==> config.mk <==
export PLATFORM = sky130hd
export DESIGN_NAME = tflc_ctrl
export DESIGN_NICKNAME = d
export VERILOG_FILES = /design/src/shared/tflc_pkg.sv /design/src/core/tflc_filter.sv /design/src/core/tflc_ctrl.sv
export SDC_FILE = /design/constraint.sdc
export NUM_CORES = 1
export LEC_CHECK = 0
export ABC_AREA = 1
export ABC_CLOCK_PERIOD_IN_PS = 2290
export BUFFER_PORTS_ARGS = -buffer_cell sky130_fd_sc_hd__buf_4
export CORE_MARGIN = 1
export CORE_UTILIZATION = 45
export DETAILED_ROUTE_END_ITERATION = 8
export GPL_ROUTABILITY_DRIVEN = 1
export PLACE_DENSITY_LB_ADDON = 0.12
export SLEW_MARGIN = 20
export SYNTH_ARGS = -nofsm -noshare
export SYNTH_HDL_FRONTEND = slang
export SYNTH_SLANG_ARGS = --single-unit
==> constraint.sdc <==
create_clock -name clk_sys -period 2.29 [get_ports clk_sys]
set_input_delay 0.458 -clock clk_sys [delete_from_list [all_inputs] [get_ports clk_sys]]
set_output_delay 0.458 -clock clk_sys [all_outputs]
set_load 0.02 [all_outputs]
==> src/shared/tflc_pkg.sv <==
// constants, types and register map of the tray feed and lift controller
// assumes a 100 MHz system clock and three identical trays
package tflc_pkg;

  // ****************************************
  // timing
  // ****************************************
  localparam int CLK_NS = 10;
  localparam int FILT_NS = 160;
  localparam int FILT_CYC = (FILT_NS + CLK_NS - 1) / CLK_NS;
  localparam int FILT_W = 5;
  localparam int SOL_LEAD_NS = 20000;
  localparam int SOL_CYC = (SOL_LEAD_NS + CLK_NS - 1) / CLK_NS;
  localparam int HOLD_NS = 20000;
  localparam int HOLD_CYC = (HOLD_NS + CLK_NS - 1) / CLK_NS;
  localparam int TMR_W = 12;
  localparam longint LOWER_MS = 2000;
  localparam longint LOWER_CYC_DEF = LOWER_MS * 1000000 / CLK_NS;
  localparam int LOW_W = 32;

  // ****************************************
  // sizes and register map
  // ****************************************
  localparam int TRAYS = 3;
  localparam int SENSE_W = 12;
  localparam logic [7:0] REG_CTRL = 8'h00;
  localparam logic [7:0] REG_CFG = 8'h04;
  localparam logic [7:0] REG_OPSIZE = 8'h08;
  localparam logic [7:0] REG_STATUS = 8'h0c;
  localparam logic [7:0] REG_SIZE = 8'h10;
  localparam int LANE_W = 8;
  localparam int CTRL_REGION_BIT = 8;
  localparam int CFG_MODE_LSB = 0;
  localparam int CFG_TYPE_LSB = 4;
  localparam int STAT_LEVEL_LSB = 0;
  localparam int STAT_NEAR_BIT = 2;
  localparam int STAT_EMPTY_BIT = 3;
  localparam int STAT_LIFT_BIT = 4;
  localparam int STAT_FEED_BIT = 5;
  localparam logic [2:0] FEED_REQ_RST = 3'h0;
  localparam logic REGION_RST = 1'b0;

  // ****************************************
  // enumerations
  // ****************************************
  typedef enum logic [1:0] {
    ASSIST_AUTO = 2'h0,
    ASSIST_ON = 2'h1,
    ASSIST_OFF = 2'h2
  } tflc_assist_t;
  localparam logic [1:0] MODE_RST = ASSIST_AUTO;

  typedef enum logic [3:0] {
    PT_PLAIN = 4'h0, PT_THIN = 4'h1, PT_THICK1 = 4'h2, PT_THICK2 = 4'h3,
    PT_THICK3 = 4'h4, PT_SPECIAL1 = 4'h5, PT_SPECIAL2 = 4'h6,
    PT_SPECIAL3 = 4'h7, PT_COATED1 = 4'h8, PT_COATED2 = 4'h9,
    PT_COATED3 = 4'ha
  } tflc_ptype_t;
  localparam logic [3:0] PTYPE_RST = PT_PLAIN;

  typedef enum logic [4:0] {
    SZ_NONE = 5'h00, SZ_12X18 = 5'h01, SZ_13X19 = 5'h02, SZ_320X450 = 5'h03,
    SZ_A3_SEF = 5'h04, SZ_A4_LEF = 5'h05, SZ_DLT_SEF = 5'h06,
    SZ_LT_LEF = 5'h07, SZ_B4_SEF = 5'h08, SZ_B5_LEF = 5'h09,
    SZ_A4_SEF = 5'h0a, SZ_LT_SEF = 5'h0b, SZ_A5_LEF = 5'h0c,
    SZ_HLT_LEF = 5'h0d, SZ_B5_SEF = 5'h0e, SZ_F_SEF = 5'h0f,
    SZ_A5_SEF = 5'h10, SZ_HLT_SEF = 5'h11
  } tflc_size_t;
  localparam logic [4:0] OPSIZE_RST = SZ_NONE;

  typedef enum logic [1:0] {
    LV_100 = 2'h0, LV_75 = 2'h1, LV_50 = 2'h2, LV_25 = 2'h3
  } tflc_level_t;

  typedef enum logic [2:0] {
    FS_IDLE = 3'h0, FS_SOL = 3'h1, FS_PICK = 3'h3, FS_HOLD = 3'h2,
    FS_CARRY = 3'h6
  } tflc_feed_st_t;

  typedef enum logic [2:0] {
    LS_IDLE = 3'h0, LS_UP = 3'h1, LS_READY = 3'h3, LS_DOWN = 3'h2,
    LS_EMPTY = 3'h6
  } tflc_lift_st_t;

  // ****************************************
  // carriers
  // ****************************************
  // height[0] is the near-end sensor; width and length are H=1, L=0
  typedef struct packed {
    logic tray_present;
    logic lift_act;
    logic feed_sense;
    logic end_light;
    logic [3:0] height;
    logic width_sense_a;
    logic width_sense_b;
    logic width_sense_c;
    logic length_sense;
  } tflc_sense_t;

  typedef struct packed {
    logic feed_mot;
    logic grip_mot;
    logic pickup_sol;
    logic lift_up;
    logic lift_down;
    logic fan;
  } tflc_drive_t;

endpackage : tflc_pkg

==> src/core/tflc_filter.sv <==
// input synchroniser and bounce filter for all tray sensors
// assumes raw pins are asynchronous to clk_sys
`timescale 1ns/100ps
module tflc_filter (
  input wire logic clk_sys,
  input wire logic srst,
  input wire logic [tflc_pkg::TRAYS*tflc_pkg::SENSE_W-1:0] raw,
  output logic [tflc_pkg::TRAYS*tflc_pkg::SENSE_W-1:0] clean
);

  localparam int N = tflc_pkg::TRAYS * tflc_pkg::SENSE_W;

  typedef struct packed {
    logic [N-1:0] s1;
    logic [N-1:0] s2;
    logic [N-1:0] out;
    logic [N-1:0][tflc_pkg::FILT_W-1:0] cnt;
  } tflc_filt_st_t;

  tflc_filt_st_t st_q;
  tflc_filt_st_t st_d;

  // ****************************************
  // filter
  // ****************************************
  // output follows only after FILT_CYC equal samples in a row
  always_comb
  begin
    st_d = st_q;
    st_d.s1 = raw;
    st_d.s2 = st_q.s1;
    for (int i = 0; i < N; i++)
    begin
      if (st_q.s2[i] == st_q.out[i])
        st_d.cnt[i] = '0;
      else if (st_q.cnt[i] == tflc_pkg::FILT_W'(tflc_pkg::FILT_CYC - 1))
      begin
        st_d.out[i] = st_q.s2[i];
        st_d.cnt[i] = '0;
      end
      else
        st_d.cnt[i] = st_q.cnt[i] + 1'b1;
    end
  end

  always_ff @(posedge clk_sys)
  begin
    if (srst)
      st_q <= '0;
    else
      st_q <= st_d;
  end

  assign clean = st_q.out;
endmodule : tflc_filter

==> src/core/tflc_ctrl.sv <==
// feed, pick-up and lift sequencing for three paper trays
// assumes sensor pins asynchronous; register port on clk_sys
//
// Summary of operation
// tray selected: feed and grip motors on
// solenoid energised before feed motor starts
// per-tray assist mode: auto, on, off
// auto assist follows selected paper type
// fans only for eligible thick/special/coated types
// feed sensor leading edge stops feed motor
// assist on: roller stays down, then refeed
// assist off: roller raised, then refeed
// tray inserted: lift motor runs forward
// lift motor running: solenoid energised
// lift sensor release stops lift motor
// lift sensor active again: lift resumes
// decode size from width/length sensors
// ambiguous sizes take operator-set size
// remaining level from height sensors 4,3,2
// near-end: sensor 1 on, sensor 2 off
// paper end: flag empty, lower 2 s
// debounce every sensor before use
//
// Our own choices: the plain strobed port and the placing of the registers.
`timescale 1ns/100ps
module tflc_ctrl #(
  parameter logic [31:0] LOWER_CYC = 32'(tflc_pkg::LOWER_CYC_DEF)
) (
  input wire logic clk_sys,
  input wire logic srst,
  input wire logic [7:0] addr,
  input wire logic [31:0] wdata,
  input wire logic wr_stb,
  input wire logic rd_stb,
  output logic [31:0] rdata,
  input wire tflc_pkg::tflc_sense_t [2:0] sense,
  output tflc_pkg::tflc_drive_t [2:0] drive
);

  typedef struct packed {
    tflc_pkg::tflc_feed_st_t [2:0] fst;
    tflc_pkg::tflc_lift_st_t [2:0] lst;
    logic [2:0][tflc_pkg::TMR_W-1:0] tmr;
    logic [2:0][tflc_pkg::LOW_W-1:0] low_cnt;
    logic [2:0] lift_prev;
    logic [2:0] pres_prev;
    logic [2:0] empty;
    logic [2:0] feed_req;
    logic region;
    logic [2:0][1:0] mode;
    logic [2:0][3:0] ptype;
    logic [2:0][4:0] opsize;
    logic [31:0] rdata;
  } tflc_ctrl_st_t;

  tflc_ctrl_st_t st_q;
  tflc_ctrl_st_t st_d;
  tflc_pkg::tflc_sense_t [2:0] sf;
  logic [2:0] type_ok;
  logic [2:0] assist;
  logic [2:0] near;
  tflc_pkg::tflc_level_t [2:0] level;
  tflc_pkg::tflc_size_t [2:0] rep_size;

  // ****************************************
  // helpers
  // ****************************************
  function automatic logic f_type_ok(input logic [3:0] pt);
    f_type_ok = pt inside {tflc_pkg::PT_THICK2, tflc_pkg::PT_THICK3,
      tflc_pkg::PT_SPECIAL2, tflc_pkg::PT_COATED1, tflc_pkg::PT_COATED2,
      tflc_pkg::PT_COATED3};
  endfunction : f_type_ok

  // patterns a region cannot tell apart report nothing on their own
  function automatic tflc_pkg::tflc_size_t f_auto_size(
    input logic [3:0] pat,
    input logic eu
  );
    case (pat)
      4'h1: f_auto_size = tflc_pkg::SZ_12X18;
      4'h3: f_auto_size = tflc_pkg::SZ_A3_SEF;
      4'h2: f_auto_size = tflc_pkg::SZ_A4_LEF;
      4'h5: f_auto_size = tflc_pkg::SZ_DLT_SEF;
      4'h4: f_auto_size = tflc_pkg::SZ_LT_LEF;
      4'h7: f_auto_size = tflc_pkg::SZ_B4_SEF;
      4'h6: f_auto_size = tflc_pkg::SZ_B5_LEF;
      4'h9: f_auto_size = eu ? tflc_pkg::SZ_A4_SEF : tflc_pkg::SZ_LT_SEF;
      4'h8: f_auto_size = eu ? tflc_pkg::SZ_A5_LEF : tflc_pkg::SZ_HLT_LEF;
      4'hb: f_auto_size = tflc_pkg::SZ_F_SEF;
      4'hc: f_auto_size = tflc_pkg::SZ_A5_SEF;
      4'he: f_auto_size = tflc_pkg::SZ_HLT_SEF;
      default: f_auto_size = tflc_pkg::SZ_NONE;
    endcase
  endfunction : f_auto_size

  function automatic tflc_pkg::tflc_level_t f_level(input logic [3:0] h);
    if (h[1])
      f_level = tflc_pkg::LV_25;
    else if (h[2])
      f_level = tflc_pkg::LV_50;
    else if (h[3])
      f_level = tflc_pkg::LV_75;
    else
      f_level = tflc_pkg::LV_100;
  endfunction : f_level

  tflc_filter u_filter (
    .clk_sys(clk_sys),
    .srst(srst),
    .raw(sense),
    .clean(sf)
  );

  // ****************************************
  // sequencing and registers
  // ****************************************
  always_comb
  begin
    st_d = st_q;
    st_d.rdata = '0;
    for (int t = 0; t < tflc_pkg::TRAYS; t++)
    begin
      st_d.lift_prev[t] = sf[t].lift_act;
      st_d.pres_prev[t] = sf[t].tray_present;
      case (st_q.lst[t])
        tflc_pkg::LS_IDLE:
          if (sf[t].tray_present && !st_q.pres_prev[t])
            st_d.lst[t] = tflc_pkg::LS_UP;
        tflc_pkg::LS_UP:
          if (st_q.lift_prev[t] && !sf[t].lift_act)
            st_d.lst[t] = tflc_pkg::LS_READY;
        tflc_pkg::LS_READY:
          if (!sf[t].end_light)
          begin
            st_d.lst[t] = tflc_pkg::LS_DOWN;
            st_d.empty[t] = 1'b1;
            st_d.low_cnt[t] = '0;
          end
          else if (sf[t].lift_act)
            st_d.lst[t] = tflc_pkg::LS_UP;
        tflc_pkg::LS_DOWN:
          if (st_q.low_cnt[t] == LOWER_CYC - 32'h1)
            st_d.lst[t] = tflc_pkg::LS_EMPTY;
          else
            st_d.low_cnt[t] = st_q.low_cnt[t] + 1'b1;
        tflc_pkg::LS_EMPTY:
          st_d.empty[t] = 1'b1;
        default:
          st_d.lst[t] = tflc_pkg::LS_IDLE;
      endcase
      // pulling the tray ends everything; empty clears only here
      if (!sf[t].tray_present)
      begin
        st_d.lst[t] = tflc_pkg::LS_IDLE;
        st_d.empty[t] = 1'b0;
      end

      case (st_q.fst[t])
        tflc_pkg::FS_IDLE:
          if (st_q.feed_req[t] && st_q.lst[t] == tflc_pkg::LS_READY)
          begin
            st_d.fst[t] = tflc_pkg::FS_SOL;
            st_d.tmr[t] = '0;
          end
        tflc_pkg::FS_SOL:
          if (!st_q.feed_req[t])
            st_d.fst[t] = tflc_pkg::FS_IDLE;
          else if (st_q.tmr[t] == tflc_pkg::TMR_W'(tflc_pkg::SOL_CYC - 1))
            st_d.fst[t] = tflc_pkg::FS_PICK;
          else
            st_d.tmr[t] = st_q.tmr[t] + 1'b1;
        tflc_pkg::FS_PICK:
          if (sf[t].feed_sense)
          begin
            st_d.fst[t] = tflc_pkg::FS_HOLD;
            st_d.tmr[t] = '0;
          end
        tflc_pkg::FS_HOLD:
          if (st_q.tmr[t] == tflc_pkg::TMR_W'(tflc_pkg::HOLD_CYC - 1))
            st_d.fst[t] = tflc_pkg::FS_CARRY;
          else
            st_d.tmr[t] = st_q.tmr[t] + 1'b1;
        tflc_pkg::FS_CARRY:
          if (!sf[t].feed_sense)
          begin
            st_d.fst[t] = st_q.feed_req[t] ? tflc_pkg::FS_SOL
                                           : tflc_pkg::FS_IDLE;
            st_d.tmr[t] = '0;
          end
        default:
          st_d.fst[t] = tflc_pkg::FS_IDLE;
      endcase
      // an empty or lowering tray stops feeding one cycle after lowering starts
      if (!sf[t].tray_present || st_q.lst[t] == tflc_pkg::LS_DOWN ||
          st_q.lst[t] == tflc_pkg::LS_EMPTY)
        st_d.fst[t] = tflc_pkg::FS_IDLE;
    end

    if (wr_stb)
    begin
      case (addr)
        tflc_pkg::REG_CTRL:
        begin
          st_d.feed_req = wdata[2:0];
          st_d.region = wdata[tflc_pkg::CTRL_REGION_BIT];
        end
        tflc_pkg::REG_CFG:
          for (int t = 0; t < tflc_pkg::TRAYS; t++)
          begin
            st_d.mode[t] =
              wdata[t*tflc_pkg::LANE_W+tflc_pkg::CFG_MODE_LSB +: 2];
            st_d.ptype[t] =
              wdata[t*tflc_pkg::LANE_W+tflc_pkg::CFG_TYPE_LSB +: 4];
          end
        tflc_pkg::REG_OPSIZE:
          for (int t = 0; t < tflc_pkg::TRAYS; t++)
            st_d.opsize[t] = wdata[t*tflc_pkg::LANE_W +: 5];
        default:
          st_d.region = st_q.region;
      endcase
    end

    if (rd_stb)
    begin
      case (addr)
        tflc_pkg::REG_CTRL:
        begin
          st_d.rdata[2:0] = st_q.feed_req;
          st_d.rdata[tflc_pkg::CTRL_REGION_BIT] = st_q.region;
        end
        tflc_pkg::REG_CFG:
          for (int t = 0; t < tflc_pkg::TRAYS; t++)
          begin
            st_d.rdata[t*tflc_pkg::LANE_W+tflc_pkg::CFG_MODE_LSB +: 2] =
              st_q.mode[t];
            st_d.rdata[t*tflc_pkg::LANE_W+tflc_pkg::CFG_TYPE_LSB +: 4] =
              st_q.ptype[t];
          end
        tflc_pkg::REG_OPSIZE:
          for (int t = 0; t < tflc_pkg::TRAYS; t++)
            st_d.rdata[t*tflc_pkg::LANE_W +: 5] = st_q.opsize[t];
        tflc_pkg::REG_STATUS:
          for (int t = 0; t < tflc_pkg::TRAYS; t++)
          begin
            st_d.rdata[t*tflc_pkg::LANE_W+tflc_pkg::STAT_LEVEL_LSB +: 2] =
              level[t];
            st_d.rdata[t*tflc_pkg::LANE_W+tflc_pkg::STAT_NEAR_BIT] = near[t];
            st_d.rdata[t*tflc_pkg::LANE_W+tflc_pkg::STAT_EMPTY_BIT] =
              st_q.empty[t];
            st_d.rdata[t*tflc_pkg::LANE_W+tflc_pkg::STAT_LIFT_BIT] =
              st_q.lst[t] == tflc_pkg::LS_UP ||
              st_q.lst[t] == tflc_pkg::LS_DOWN;
            st_d.rdata[t*tflc_pkg::LANE_W+tflc_pkg::STAT_FEED_BIT] =
              st_q.fst[t] != tflc_pkg::FS_IDLE;
          end
        tflc_pkg::REG_SIZE:
          for (int t = 0; t < tflc_pkg::TRAYS; t++)
            st_d.rdata[t*tflc_pkg::LANE_W +: 5] = rep_size[t];
        default:
          st_d.rdata = '0;
      endcase
    end
  end

  always_ff @(posedge clk_sys)
  begin
    if (srst)
    begin
      st_q <= '0;
      st_q.feed_req <= tflc_pkg::FEED_REQ_RST;
      st_q.region <= tflc_pkg::REGION_RST;
      st_q.mode <= {3{tflc_pkg::MODE_RST}};
      st_q.ptype <= {3{tflc_pkg::PTYPE_RST}};
      st_q.opsize <= {3{tflc_pkg::OPSIZE_RST}};
    end
    else
      st_q <= st_d;
  end

  assign rdata = st_q.rdata;

  for (genvar t = 0; t < tflc_pkg::TRAYS; t++)
  begin : g_tray
    logic hold_or_carry;
    assign hold_or_carry = st_q.fst[t] == tflc_pkg::FS_HOLD ||
                           st_q.fst[t] == tflc_pkg::FS_CARRY;
    assign type_ok[t] = f_type_ok(st_q.ptype[t]);
    // mode 3 is unused and behaves as auto
    assign assist[t] = st_q.mode[t] == tflc_pkg::ASSIST_ON ||
      (st_q.mode[t] != tflc_pkg::ASSIST_OFF && type_ok[t]);
    assign level[t] = f_level(sf[t].height);
    assign near[t] = sf[t].height[0] && !sf[t].height[1];
    assign rep_size[t] = st_q.opsize[t] != tflc_pkg::SZ_NONE ?
      tflc_pkg::tflc_size_t'(st_q.opsize[t]) :
      f_auto_size({sf[t].width_sense_a, sf[t].width_sense_b,
                   sf[t].width_sense_c, sf[t].length_sense},
                  st_q.region);
    assign drive[t].grip_mot = st_q.fst[t] != tflc_pkg::FS_IDLE;
    assign drive[t].feed_mot = st_q.fst[t] == tflc_pkg::FS_PICK ||
                               st_q.fst[t] == tflc_pkg::FS_CARRY;
    // lift running overrides a raised roller
    assign drive[t].pickup_sol = st_q.fst[t] == tflc_pkg::FS_SOL ||
      st_q.fst[t] == tflc_pkg::FS_PICK ||
      (hold_or_carry && assist[t]) ||
      st_q.lst[t] == tflc_pkg::LS_UP;
    assign drive[t].lift_up = st_q.lst[t] == tflc_pkg::LS_UP;
    assign drive[t].lift_down = st_q.lst[t] == tflc_pkg::LS_DOWN;
    assign drive[t].fan = st_q.fst[t] != tflc_pkg::FS_IDLE &&
                          assist[t] && type_ok[t];

  end : g_tray
endmodule : tflc_ctrl

**Yosys cells after proc, flatten, opt, wreduce, memory -nomap -nowiden**

Index checks and enable logic that the tools add are counted.
Widths: inputs -> output; s select.

- Add/sub/neg operators: 42
- Bitwise operators: 44
- Equality and inequality tests: 202
- Multiplexer cells: 106
- Reductions and logical operators: 186

Operator list:

| kind | number |
|---|---|
| $mux 32 | 6 |
| $pmux 32 s2 | 3 |
| $add 5x1->5 const B | 36 |
| $eq 5x4->1 const B | 36 |
| $mux 12 | 15 |
| $pmux 12 s5 | 3 |
| $pmux 5 s12 | 3 |
| $reduce_or 3->1 | 37 |
| $mux 3 | 33 |
| $add 32x1->32 const B | 3 |
| $eq 32x28->1 const B | 3 |
| $eq 4x4->1 const B | 24 |
| $pmux 3 s5 | 6 |
| $reduce_and 2->1 | 42 |
| $eq 4x3->1 const B | 18 |
| $ne 2x2->1 const B | 24 |
| $reduce_and 5->1 | 9 |
| $not 1->1 | 44 |
| $add 12x1->12 const B | 3 |
| $eq 1x1->1 | 36 |
| $eq 12x11->1 const B | 3 |
| $eq 3x2->1 const B | 12 |
| $eq 4x2->1 const B | 9 |
| $reduce_bool 5->1 | 6 |
| 30 further kinds | 166 |

- Register bits after elaboration: 516
- Logic and storage cells: 685
- Bits of input ports: 80

**Logic depth before layout (Yosys ltp)**

- Depth in word-level cells: 7
- Mapped depth: 13
- Depth with buffers taken out: 12

**By module**

From an unflattened synthesis, not the netlist that was laid out.

- Cells, all modules: 3575
- Area total of the unflattened synthesis: 24567.3 um2

By module, submodules not included:

| module | area an instance (um2) | cells an instance | seq. area each (um2) | times used |
|---|---|---|---|---|
| tflc_ctrl | 13302.8 | 2227 | 4404.2 | 1 |
| tflc_filter | 11264.6 | 1348 | 5765.5 | 1 |

**Worst setup path before layout**

OpenSTA, ideal clock, no wires.

- Kind: register to register
- Start point: register st_q[142] in the netlist's numbering
- End point: register st_q[142] in the netlist's numbering
- Data arrival time: 1.605 ns
- Period minus slack after synthesis: 1.723 ns
- Required time: 2.173 ns
- Cell stages (with the launch flop): 12
- Slack: 0.567 ns
- Cells stage by stage: dfxtp_1 ha_1 nand2_2 nor2_4 nand2_2 nor2_1 nand2_1 nand2_2 nand2_2 buf_2 o21ai_0 nor2_1

- Longest elaborated chain between the ends: 3
- Elaborated cells between the ends (all ways): 6

RTL lines:

| element | RTL line | source |
|---|---|---|
| start: declaration | tflc_ctrl.sv:56 | `tflc_ctrl_st_t st_q;` |
| start signal: assignment | tflc_ctrl.sv:277 | `st_q <= st_d;` |
| $add 32x1->32 / $eq 32x28->1 (equally long branches) | tflc_ctrl.sv:145, tflc_ctrl.sv:142 |  |
| $mux 32 / $ne 2x2->1 (equally long branches) | - |  |
| $pmux 32 s2 / $reduce_and 3->1 (equally long branches) | - |  |

Parallel ways exist; a longest one is shown, timed or not. The select of a mux whose other input is x is not followed.
A chain may end at the register's enable or synchronous reset.

==> metrics.log <==
[metrics] gp weighted congestion: 0.900
[metrics] largest net degree at the start of global routing: 67
[metrics] most repeated cell in the gate-level netlist after synthesis: nand2_1
[metrics] worst slew slack as a fraction of its limit: 59.3%
[metrics] period utilization: 98.3%
[metrics] Placed Instance Area: 0.0252 mm²
[metrics] # placed instances: 4,124
[metrics] cell count after synthesis: 3,384
[metrics] number of antenna violations at the first check in global routing: 0
[metrics] Std-Cell Rows: 83
[metrics] worst-skew pair later-pin latency: 610 ps
[metrics] Yosys warning total: 0
[metrics] cells taking the most area after synthesis: dfxtp_1 (43%), nand2_1 (11%), nor2_1 (10%)
[metrics] Post-synth EDFFs: 0
[metrics] final routed wirelength across all metal layers: 58.0 mm
[metrics] post-route cell area: 0.0274 mm²
[metrics] violation count after the first detailed-routing iteration: 1,128
[metrics] proportion of netlist area held by the largest area contributor: 43.0%
[metrics] leading area contributor after synthesis: dfxtp_1
[metrics] synth-to-layout area growth: 15.8%
[metrics] Post-synth ARST share: 0%
[metrics] Die Ht: 231 µm
[metrics] Max Fclk: 0.444 GHz
[metrics] fin worst setup slack: 38.4 ps
[metrics] worst setup path class: reg2out
[metrics] Detailed Routing Iterations Pass 1: 5
[metrics] GRT overflow: 0
[metrics] DR vias/cell: 4.97
[metrics] layout cell share with drive strength beyond 1: 9.63%
[metrics] number of buffers added to fix hold violations after cts: 0
[metrics] highest net fanout along the worst path: 5
[metrics] total global routing track utilization: 21.7%
[metrics] peak supply drop: 0.605 mV
[metrics] number of endpoints with negative hold slack in the final report: 0
[metrics] Seq/Total Area, Yosys: 43.0%
[metrics] average instance area after synthesis: 6.99 µm²
[metrics] number of nets in the layout: 3,662
[metrics] HPWL after detailed placement: 42.9 mm
[metrics] via count of the first global-routing pass: 19,700
[metrics] number of top-level pins: 130
[metrics] DRC viols: 0
[metrics] Post-Layout Cell Count: 4,232
[metrics] clock slew at reported path FFs: 60 ps
[metrics] most frequent cells after synthesis: nand2_1 (679), nor2_1 (651), dfxtp_1 (508)
[metrics] Hold Crit Class: in2reg
[metrics] placement-stage worst setup slack: 165 ps
[metrics] Clock Sink Count: 508
[metrics] Post-synth top flop: dfxtp_1
[metrics] Worst Path Required: 1830 ps
[metrics] largest clock skew in the final design: 21.0 ps
[metrics] Num CTS Buffers: 56
[metrics] worst hold slack: 52.1 ps
[metrics] post-synth design cell area: 0.0236 mm²
[metrics] synthesized flop and latch total: 508
[metrics] Final Util: 53.1%
[metrics] setup total negative slack: 0 ps
[metrics] Worst-Margin Slew: 605 ps
[metrics] Period minus WS final: 2250 ps
[metrics] category of the worst setup path capture point: output pin
[metrics] Max Transition Viols Final: 0
[metrics] first-pass GRT wire length: 95.2 mm
[metrics] starting density of the core: 45.8%
[metrics] TritonCTS clock tree: done
[metrics] Max Buffers Root-to-Sink: 3
[metrics] overall power: 19.4 mW
[metrics] Critical Path Source Type: register
[metrics] antenna-violating nets left: 0
[metrics] number of H-tree levels: 2
[metrics] Clk Tree Root Cell: clkbuf_16
[metrics] number of library cell types mapped by synthesis: 42
[metrics] count of vias placed by the detailed router: 21,000
[metrics] setup repair after global routing missed its margin: true
[metrics] Max-Cap Viols: 0
[metrics] number of failing setup endpoints in the final timing report: 0
[metrics] Power Dens Cells: 708 mW/mm²
[metrics] Crit path arrival time: 1790 ps
[metrics] die area: 0.0535 mm²
[metrics] static leakage: 10.5 nW
[metrics] Core ar.: 0.0516 mm²
[metrics] wire length per cell: 13.7 µm
[metrics] Chip Width: 231 µm
[metrics] status: finished, final reports clean
[metrics] Port Buffers: 113
[layout by cell type (no fill, tap or decap), types with 26 or more instances in the layout]
master,synthesis,layout
nand3_1,205,203
inv_1,469,467
ha_1,78,78
o211ai_1,41,41
nor3b_1,38,38
buf_4,41,143
a21oi_1,249,249
nor2_1,651,645
nand2_1,679,677
nand4_1,26,26
xor2_1,35,35
o21ai_0,140,135
dfxtp_1,508,505
o21bai_1,30,30
clkbuf_16,0,57
[registers in the layout, summed over array words and instances, names as in the netlist]
name and count:
u_filter.st_q 216, st_q 196, u_filter.clean 36, u_filter.st_d 36, rdata 24
[where the power goes]
group          switching (mW)  total [mW]  internal (mW)
logic                   0.263       0.429          0.166
clock network            3.78        9.99           6.21
registers              0.0473        8.96           8.92
[area by class of cell]
type                    instances  area (µm²)
diodes                          1        2.50
clock buffers                  78        1670
clock inverters                27         417
fillers                      4989       24200
inverters                     478        1800
multi-input cells            2305       11200
flip-flops and latches        508       10200
well taps                     680         851
repair buffers                155        1270
[routing by layer]
layer	vias up	track usage, %	share of wire (%)
li1	10900	-	-
met1	9618	29.1	48
met2	377	36.4	45
met3	79	2.66	4.0
met4	0	6.33	2.1
met5	-	0	0
[critical path, cell delays in order, from the launching register on]
cell and delay, ps:
dfxtp_1 320, inv_1 120, nand2_1 120, nor2_2 200, inv_1 140, nand3_1 140
buf_4 160
[cells by family (layout without fill, tap and decap cells)]
family,Yosys count,after routing,synth area share (%)
adders and majority gates,78,78,4.13
xor gates and xnor gates,40,40,1.48
and+or+nand+nor,1671,1671,29.3
DFF,508,508,43.0
AOI/OAI and AO/OA,508,508,12.0
buffers and inverters,578,738,10.0
other,1,9,0.0159
[worst paths after layout]
check / depth (start not counted) / from / to / slack, ps
worst max-delay path: 6 / st_q[218]$_SDFFE_PP0P_ / drive[15] / 40
worst min-delay path: 3 / sense[11] / u_filter.st_d[227]$_SDFF_PP0_ / 50
worst max register to register: 9 / st_q[174]$_SDFFE_PP0P_ / st_q[184]$_SDFFE_PP0P_ / 310
worst min register to register: 2 / u_filter.st_d[249]$_SDFF_PP0_ / u_filter.st_q[249]$_SDFF_PP0_ / 400
[timing repair]
item / in CTS / in global routing
resized for setup: 17 / 14
buffers inserted: 1 / 1
setup endpoints to repair: 5 / 16
pin swaps: 4 / 7
(Power assumes the default switching activity.)
